--- src/verilog/pxw_map.svh ---
// Purpose: Constants of the port expander write path
// Assumes: Included by the write path design files
// Notes:   Definitions only
`ifndef PXW_MAP_SVH
`define PXW_MAP_SVH

`define PXW_ADDR_FIXED    3'h6
`define PXW_RW_WRITE      1'b0
`define PXW_BITS_PER_BYTE 4'h8
`define PXW_OUT_RESET     8'hFF
`define PXW_MASK_RESET    4'h0
`define PXW_MASK_LSB      2
`define PXW_MASK_MSB      5

`endif

--- src/verilog/pxw_pkg.sv ---
// Purpose: Types of the port expander write path
// Assumes: Constants come from pxw_map.svh
// Notes:   One-hot state codes written out
package pxw_pkg;

    typedef struct packed {
        logic       scl;
        logic       sda;
        logic [3:0] ports;
    } pxw_pins_type;

    typedef enum logic [4:0] {
        PXW_IDLE     = 5'h01,
        PXW_ADDR     = 5'h02,
        PXW_ADDR_ACK = 5'h04,
        PXW_DATA     = 5'h08,
        PXW_DATA_ACK = 5'h10
    } pxw_state_type;

endpackage : pxw_pkg

--- src/verilog/pxw_pin_sync.sv ---
// Purpose: Two-stage synchroniser for the bus and port pins
// Assumes: Pins are asynchronous to clock_i
// Notes:   First stage feeds only the second stage
`timescale 1ns/10ps

module pxw_pin_sync
    import pxw_pkg::*;
(
    input  wire logic         clock_i,
    input  wire logic         reset_i,
    input  wire pxw_pins_type pins_i,
    output pxw_pins_type      pins_o
);

    pxw_pins_type stage_one;

    always_ff @(posedge clock_i)
    begin
        if (reset_i)
        begin
            stage_one <= '{scl: 1'b1, sda: 1'b1, ports: 4'hF};
            pins_o    <= '{scl: 1'b1, sda: 1'b1, ports: 4'hF};
        end
        else
        begin
            stage_one <= pins_i;
            pins_o    <= stage_one;
        end
    end

endmodule : pxw_pin_sync

--- src/verilog/pxw_write_path.sv ---
// Purpose: Write transaction path of an I2C port expander slave
// Assumes: SCL and SDA far slower than clock_i; read path lives elsewhere
// Notes:   SDA and the alert line are open drain; enable high pulls low
`timescale 1ns/10ps
`include "pxw_map.svh"

module pxw_write_path
    import pxw_pkg::*;
#(
    parameter logic [7:0] OUT_RESET  = `PXW_OUT_RESET,
    parameter logic [3:0] MASK_RESET = `PXW_MASK_RESET
)
(
    input  wire logic       clock_i,
    input  wire logic       reset_i,
    input  wire logic       scl_i,
    input  wire logic       sda_i,
    output logic            sda_o,
    output logic            sda_oe_o,
    input  wire logic [3:0] addr_sel_i,
    input  wire logic [3:0] port_in_i,
    input  wire logic       change_event_i,
    output logic [7:0]      port_out_o,
    output logic [3:0]      int_mask_o,
    output logic [3:0]      input_sample_o,
    output logic            flags_clear_o,
    output logic            alert_o,
    output logic            alert_oe_o
);

    pxw_pins_type  pins_raw;
    pxw_pins_type  pins_s;
    pxw_state_type state;
    logic          scl_q;
    logic          sda_q;
    logic          scl_rise;
    logic          scl_fall;
    logic          start_det;
    logic          stop_det;
    logic [3:0]    bit_cnt;
    logic [7:0]    shift;
    logic          ack_begin;
    logic          addr_hit;
    logic          addr_ack_go;
    logic          byte_go;
    logic          first_byte;
    logic          alert_pend;

    assign pins_raw = '{scl: scl_i, sda: sda_i, ports: port_in_i};

    pxw_pin_sync u_sync
    (
        .clock_i (clock_i),
        .reset_i (reset_i),
        .pins_i  (pins_raw),
        .pins_o  (pins_s)
    );

    // Edge history of the synchronised bus lines
    always_ff @(posedge clock_i)
    begin
        if (reset_i)
        begin
            scl_q <= 1'b1;
            sda_q <= 1'b1;
        end
        else
        begin
            scl_q <= pins_s.scl;
            sda_q <= pins_s.sda;
        end
    end

    assign scl_rise  = pins_s.scl & ~scl_q;
    assign scl_fall  = ~pins_s.scl & scl_q;
    assign start_det = scl_q & pins_s.scl & sda_q & ~pins_s.sda;
    assign stop_det  = scl_q & pins_s.scl & ~sda_q & pins_s.sda;
    assign ack_begin = scl_fall && (bit_cnt == `PXW_BITS_PER_BYTE);
    assign addr_hit  = (shift[7:1] == {`PXW_ADDR_FIXED, addr_sel_i})
                       && (shift[0] == `PXW_RW_WRITE);
    assign addr_ack_go = (state == PXW_ADDR) && ack_begin && addr_hit;
    assign byte_go     = (state == PXW_DATA) && ack_begin;

    // Transfer sequencing
    always_ff @(posedge clock_i)
    begin
        if (reset_i)
            state <= PXW_IDLE;
        else if (stop_det)
            state <= PXW_IDLE;
        else if (start_det)
            state <= PXW_ADDR;
        else
        begin
            unique case (state)
                PXW_IDLE:
                    state <= PXW_IDLE;
                PXW_ADDR:
                    if (ack_begin)
                        state <= addr_hit ? PXW_ADDR_ACK : PXW_IDLE;
                PXW_ADDR_ACK:
                    if (scl_fall)
                        state <= PXW_DATA;
                PXW_DATA:
                    if (ack_begin)
                        state <= PXW_DATA_ACK;
                PXW_DATA_ACK:
                    if (scl_fall)
                        state <= PXW_DATA;
            endcase
        end
    end

    // Bit counter and shift register, MSB first
    always_ff @(posedge clock_i)
    begin
        if (reset_i)
        begin
            bit_cnt <= 4'h0;
            shift   <= 8'h00;
        end
        else if (start_det || (scl_fall && (state == PXW_ADDR_ACK
                                         || state == PXW_DATA_ACK)))
            bit_cnt <= 4'h0;
        else if (scl_rise && (state == PXW_ADDR || state == PXW_DATA)
                 && (bit_cnt != `PXW_BITS_PER_BYTE))
        begin
            bit_cnt <= bit_cnt + 4'h1;
            shift   <= {shift[6:0], pins_s.sda};
        end
    end

    // Acknowledge drive: SDA pulled low only in the ack bit periods
    assign sda_o    = 1'b0;
    assign sda_oe_o = (state == PXW_ADDR_ACK) || (state == PXW_DATA_ACK);

    // Byte position within the transfer
    always_ff @(posedge clock_i)
    begin
        if (reset_i)
            first_byte <= 1'b0;
        else if (addr_ack_go)
            first_byte <= 1'b1;
        else if (byte_go)
            first_byte <= 1'b0;
    end

    // Output levels, all eight loaded together
    always_ff @(posedge clock_i)
    begin
        if (reset_i)
            port_out_o <= OUT_RESET;
        else if (byte_go && first_byte)
            port_out_o <= shift;
    end

    // Interrupt mask from every later byte
    always_ff @(posedge clock_i)
    begin
        if (reset_i)
            int_mask_o <= MASK_RESET;
        else if (byte_go && !first_byte)
            int_mask_o <= shift[`PXW_MASK_MSB:`PXW_MASK_LSB];
    end

    // Input snapshot and flag clear at address acknowledge
    always_ff @(posedge clock_i)
    begin
        if (reset_i)
        begin
            input_sample_o <= 4'h0;
            flags_clear_o  <= 1'b0;
        end
        else
        begin
            flags_clear_o <= addr_ack_go;
            if (addr_ack_go)
                input_sample_o <= pins_s.ports;
        end
    end

    // Alert latch: cleared by the address acknowledge
    always_ff @(posedge clock_i)
    begin
        if (reset_i)
            alert_pend <= 1'b0;
        else if (addr_ack_go)
            alert_pend <= 1'b0;
        else if (change_event_i)
            alert_pend <= 1'b1;
    end

    assign alert_o    = 1'b0;
    assign alert_oe_o = alert_pend && (state != PXW_ADDR_ACK);
endmodule : pxw_write_path
--- config.mk ---
export PLATFORM = sky130hd
export DESIGN_NAME = pxw_write_path
export DESIGN_NICKNAME = d
export VERILOG_FILES = /design/src/verilog/pxw_pkg.sv /design/src/verilog/pxw_pin_sync.sv /design/src/verilog/pxw_write_path.sv
export VERILOG_INCLUDE_DIRS = /design/src /design/src/verilog
export SDC_FILE = /design/constraint.sdc
export NUM_CORES = 1
export LEC_CHECK = 0
export BUFFER_PORTS_ARGS = -buffer_cell sky130_fd_sc_hd__buf_2
export CAP_MARGIN = 20
export CORE_UTILIZATION = 45
export DETAILED_ROUTE_END_ITERATION = 10
export PLACE_DENSITY = 0.71
export RECOVER_POWER = 25
export SYNTH_ARGS = -nofsm -noshare
export SYNTH_HDL_FRONTEND = slang
export SYNTH_SLANG_ARGS = --single-unit
--- constraint.sdc ---
create_clock -name clock_i -period 2.45 [get_ports clock_i]
set_input_delay 0.1225 -clock clock_i [delete_from_list [all_inputs] [get_ports clock_i]]
set_output_delay 0.1225 -clock clock_i [all_outputs]
set_load 0.02 [all_outputs]
# Word level (Yosys, flattened, before mapping)
# Cells that the tools add are included.
# classes
n_addsub,1
bitwise_logic,13
n_reduce_logical,24
n_eq_ne,15
muxes,8
# op_table
operator,count
$pmux 5 s4,1
$mux 5,3
$logic_and 1x1->1,11
$reduce_or 2->1,4
$and 1x1->1,7
$eq 7x7->1,1
$ne 3x3->1 const B,2
$not 1->1,6
$reduce_and 3->1,2
$eq 5x1->1 const B,1
$eq 5x2->1 const B,1
$eq 5x3->1 const B,1
$eq 5x4->1 const B,1
$eq 5x5->1 const B,1
$ne 5x3->1 const B,1
$add 4x1->4 const B,1
$eq 4x4->1 const B,1
$ne 2x2->1 const B,2
$ne 4x4->1 const B,1
$logic_or 1x1->1,3
$mux 3,1
$ne 3x1->1 const B,1
$reduce_or 3->1,1
$mux 1,2
5 further kinds,5
# totals
reg_bits,50
input_bits,13
out_inout_bits,21

# Longest topological paths before layout
# depth
ltp_word,6
mapped_depth,7
depth_no_buf,6

# Hierarchy
# Synthesis repeated with hierarchy kept, for this count alone.
# hier_totals
hier_cells,212
area_unflattened_um2,2028.2
# by_module_without_submodules
mod,instances,area_per_inst_um2,cells_per_inst
pxw_write_path,1,1707.9,187
pxw_pin_sync,1,320.3,25

# Worst setup path after synthesis
# Ideal clock, no wire load.
# synth_path
kind,flip-flop to flip-flop
startpoint,register bit_cnt[0]
endpoint,register port_out_o[0]
stages_incl_launch_ff,8
n_path_buf,1
period_less_slack_ns,1.693
setup_slack_ns,0.757
setup_time_ns,0.120
t_arrival_ns,1.574
required_ns,2.330
cell_sequence,dfxtp_1 -> inv_1 -> ha_1 -> nand3b_1 -> nor4_4 -> buf_6 -> nand2_4 -> a211o_1
# synth_via
elab_chain_len,4
# synth_lines
item,line_no,source
"start, declared",pxw_write_path.sv:40,logic [3:0] bit_cnt;
"start signal, assigned",pxw_write_path.sv:128,bit_cnt <= bit_cnt + 4'h1;
$eq 4x4->1 (no line),-,
$logic_and 1x1->1,pxw_write_path.sv:78,assign ack_begin = scl_fall && (bit_cnt == `PXW_BITS_PER_BYTE);
$logic_and 1x1->1,pxw_write_path.sv:82,assign byte_go = (state == PXW_DATA) && ack_begin;
$logic_and 1x1->1,pxw_write_path.sv:153,else if (byte_go && first_byte)
"end signal, assigned",pxw_write_path.sv:154,port_out_o <= shift;
"end, declared",pxw_write_path.sv:23,"output logic [7:0] port_out_o,"
# Every way passes these cells.
# A chain may end at the register's enable or synchronous reset.

# Worst setup path in the final report
# layout_path
startpoint,register bit_cnt[0]
endpoint,register int_mask_o[0]
# layout_via
elab_chain_len,4
# layout_lines
item,line_no,source
$eq 4x4->1 (no line),-,
$logic_and 1x1->1,pxw_write_path.sv:78,
$logic_and 1x1->1,pxw_write_path.sv:82,
$logic_and 1x1->1,pxw_write_path.sv:162,else if (byte_go && !first_byte)
"end signal, assigned",pxw_write_path.sv:163,int_mask_o <= shift[`PXW_MASK_MSB:`PXW_MASK_LSB];
"end, declared",pxw_write_path.sv:24,"output logic [3:0] int_mask_o,"
# Every way passes these cells.

==> impl_metrics.env <==
export IMPL_outcome="finished, violations left"
export IMPL_failed_checks="design-rule violations, max-capacitance violations, max-slew violations"
export IMPL_grt_max_degree=44
export IMPL_fin_hold_ws_ns=0.1171
export IMPL_cts_tree="yes"
export IMPL_grt_pass1_wl_mm=6.651
export IMPL_num_vias=1587
export IMPL_dp_hpwl_mm=2.675
export IMPL_period_minus_slack_ns=1.934
export IMPL_htree_num_levels=2
export IMPL_fin_cells=299
export IMPL_setup_violations=0
export IMPL_area_growth_pct=16.42
export IMPL_ctsResizeCount=0
export IMPL_synth_top_family_by_area="simple AND/OR/NAND/NOR gates"
export IMPL_yosysWarnings=0
export IMPL_cts_buffers=5
export IMPL_die_x_um=69.12
export IMPL_synth_area_per_cell_um2=9.606
export IMPL_syn_area_um2=2027
export IMPL_dieArea_um2=4777
export IMPL_synthXorXnorAreaFrac=0.03025
export IMPL_clockRootBuffer="clkbuf_8"
export IMPL_cts_sinks=50
export IMPL_post_drt_wl_per_cell_um=12.78
export IMPL_synth_area_leaders="dfxtp_1 49%, or2_2 4.6%, mux2i_1 4.4%"
export IMPL_worstPathMaxFanout=6
export IMPL_critical_path_class="reg -> reg"
export IMPL_yosys_register_bits=50
export IMPL_die_h_um=69.12
export IMPL_routed_wl_mm=3.822
export IMPL_critPathArrivalTime_ns=2.04
export IMPL_place_inst=285
export IMPL_max_freq_mhz=517.0
export IMPL_grt_pass1_vias=1466
export IMPL_gr_usage_all_layers=0.1704
export IMPL_io_pins=34
export IMPL_cts_setup_buffers=0
export IMPL_yosys_area_share_simple=0.2370
export IMPL_clkLatencyLatePin_ns=0.30
export IMPL_postPlaceCellArea_um2=2205
export IMPL_power_mw=1.385
export IMPL_start_util=0.4655
export IMPL_syn_inst=211
export IMPL_slew_violations=44
export IMPL_synthArstFlopShare=0
export IMPL_cts_buffer_depth=2
export IMPL_antenna_found_initial=0
export IMPL_ys_types=44
export IMPL_utilization=0.5420
export IMPL_r2r_slack_ns=0.52
export IMPL_dp_slack_ns=0.5711
export IMPL_setup_ws_ns=0.5157
export IMPL_drcViolationCount=1
export IMPL_port_buffer_count=31
export IMPL_postLayoutCellArea_um2=2360
export IMPL_synth_common_cells="50 x dfxtp_1, 15 x nor2_1, 15 x or2_2"
export IMPL_synth_edff_count=0
export IMPL_cp_start_kind="flip-flop"
export IMPL_synth_fa_ha_area_frac=0.01235
export IMPL_path_clk_slew_ns=0.09
export IMPL_leakage_nw=0.9969
export IMPL_critPathCaptureType="flip-flop"
export IMPL_drive_gt1_frac=0.2227
export IMPL_p_per_area_nw_per_um2=587.0
export IMPL_hp_class="in -> reg"
export IMPL_relSlewSlack=-0.05735
export IMPL_worst_pin_slew_ns=1.586
export IMPL_skew_ns=0.009588
export IMPL_rows=24
export IMPL_ant_nets=0
export IMPL_diodes=0
export IMPL_drtIter0Drc=93
export IMPL_rsz0062_at_grt="false"
export IMPL_synth_top_cell_area_share=0.4938
export IMPL_finalHoldViolCount=0
export IMPL_grt_ovfl_total=0
export IMPL_seq_area_frac_synth=0.4938
export IMPL_crit_required_ns=2.56
export IMPL_synthFlopType="dfxtp_1"
export IMPL_finalSetupTns_ns=0
export IMPL_final_nets=261
export IMPL_synth_largest_area_cell="dfxtp_1"
export IMPL_synth_compound_area_share=0.1352
export IMPL_ir_drop_v=0.0003290
export IMPL_yosysMostFrequentCell="dfxtp_1"
export IMPL_first_pass_iters=7
export IMPL_via_per_inst=5.308
export IMPL_core_um2=4354
export IMPL_cap_viol_max_count=1
export IMPL_ctsHoldBuffers=6
export IMPL_synthMuxAreaShare=0.04444
export IMPL_globalplace_congestion=0.8573
export IMPL_min_period_over_period=0.7895
-- logic make-up (layout without fill, tap and decap cells) --
kind of cell             Yosys count  count (layout)
buffers and inverters             20              55
AND/OR/NAND/NOR                   80              80
XOR/XNOR                           7               7
other                              1               2
AO/OA/AOI/OAI                     42              42
adder cells (fa/ha/maj)            2               2
flip-flops                        50              50
multiplexers                       9               9
-- final timing paths --
path | endpoint | cells past startpoint | startpoint
worst min-delay path | alert_pend | 3 | change_event_i
worst max register to register | int_mask_o[0] | 6 | bit_cnt[0]
worst min register to register | u_sync.pins_o[0] | 1 | u_sync.stage_one[0]
worst max-delay path | int_mask_o[0] | 6 | bit_cnt[0]
-- state kept, by name (all words and copies together), names as in the netlist --
signal / count
port_out_o: 8
shift: 8
u_sync.pins_o: 6
u_sync.stage_one: 6
state: 5
bit_cnt: 4
input_sample_o: 4
int_mask_o: 4
alert_pend: 1
first_byte: 1
flags_clear_o: 1
scl_q: 1
sda_q: 1
-- power breakdown --
| group | total [mW] | internal [mW] | switching, mW |
|---|---|---|---|
| logic | 0.0615 | 0.0286 | 0.0329 |
| clock network | 0.494 | 0.232 | 0.262 |
| registers | 0.830 | 0.824 | 0.00563 |
-- area by class of cell --
class                           count  area, um^2
Inverter                            8       30.03
Sequential cell                    50        1001
Clock inverter                      2       17.52
Fill cell                         407        1994
Multi-Input combinational cell    142       938.4
Timing Repair Buffer               39       225.2
Tap cell                           52       65.06
Clock buffer                        6       82.58
-- layer usage --
| layer | vias up | track usage | part of all wire |
|---|---|---|---|
| li1 | 814 | - | - |
| met1 | 727 | 0.2354 | 0.51 |
| met2 | 44 | 0.2697 | 0.45 |
| met3 | 2 | 0.03509 | 0.040 |
| met4 | 0 | 0.04762 | 0.0058 |
| met5 | - | 0 | 0 |
-- worst max-delay path: stages (launching register included) --
cell and delay (ns):
dfxtp_1 0.34, inv_1 0.10, ha_1 0.15, nand3b_1 0.21
or4_1 0.66, o21ai_0 0.20, a21oi_1 0.09
-- cells in the final DEF (no fill, tap or decap), types with 7 or more instances in the layout --
master   Yosys  layout
and3_1      10      10
o21ai_0      9       9
inv_1        8       8
mux2i_1      9       9
buf_2        1      27
a21oi_1     13      13
a211o_1      8       8
nand2_1      7       7
nor2_1      15      15
or2_2       15      15
dfxtp_1     50      50
No activity file was read; power rests on OpenSTA's default activity.
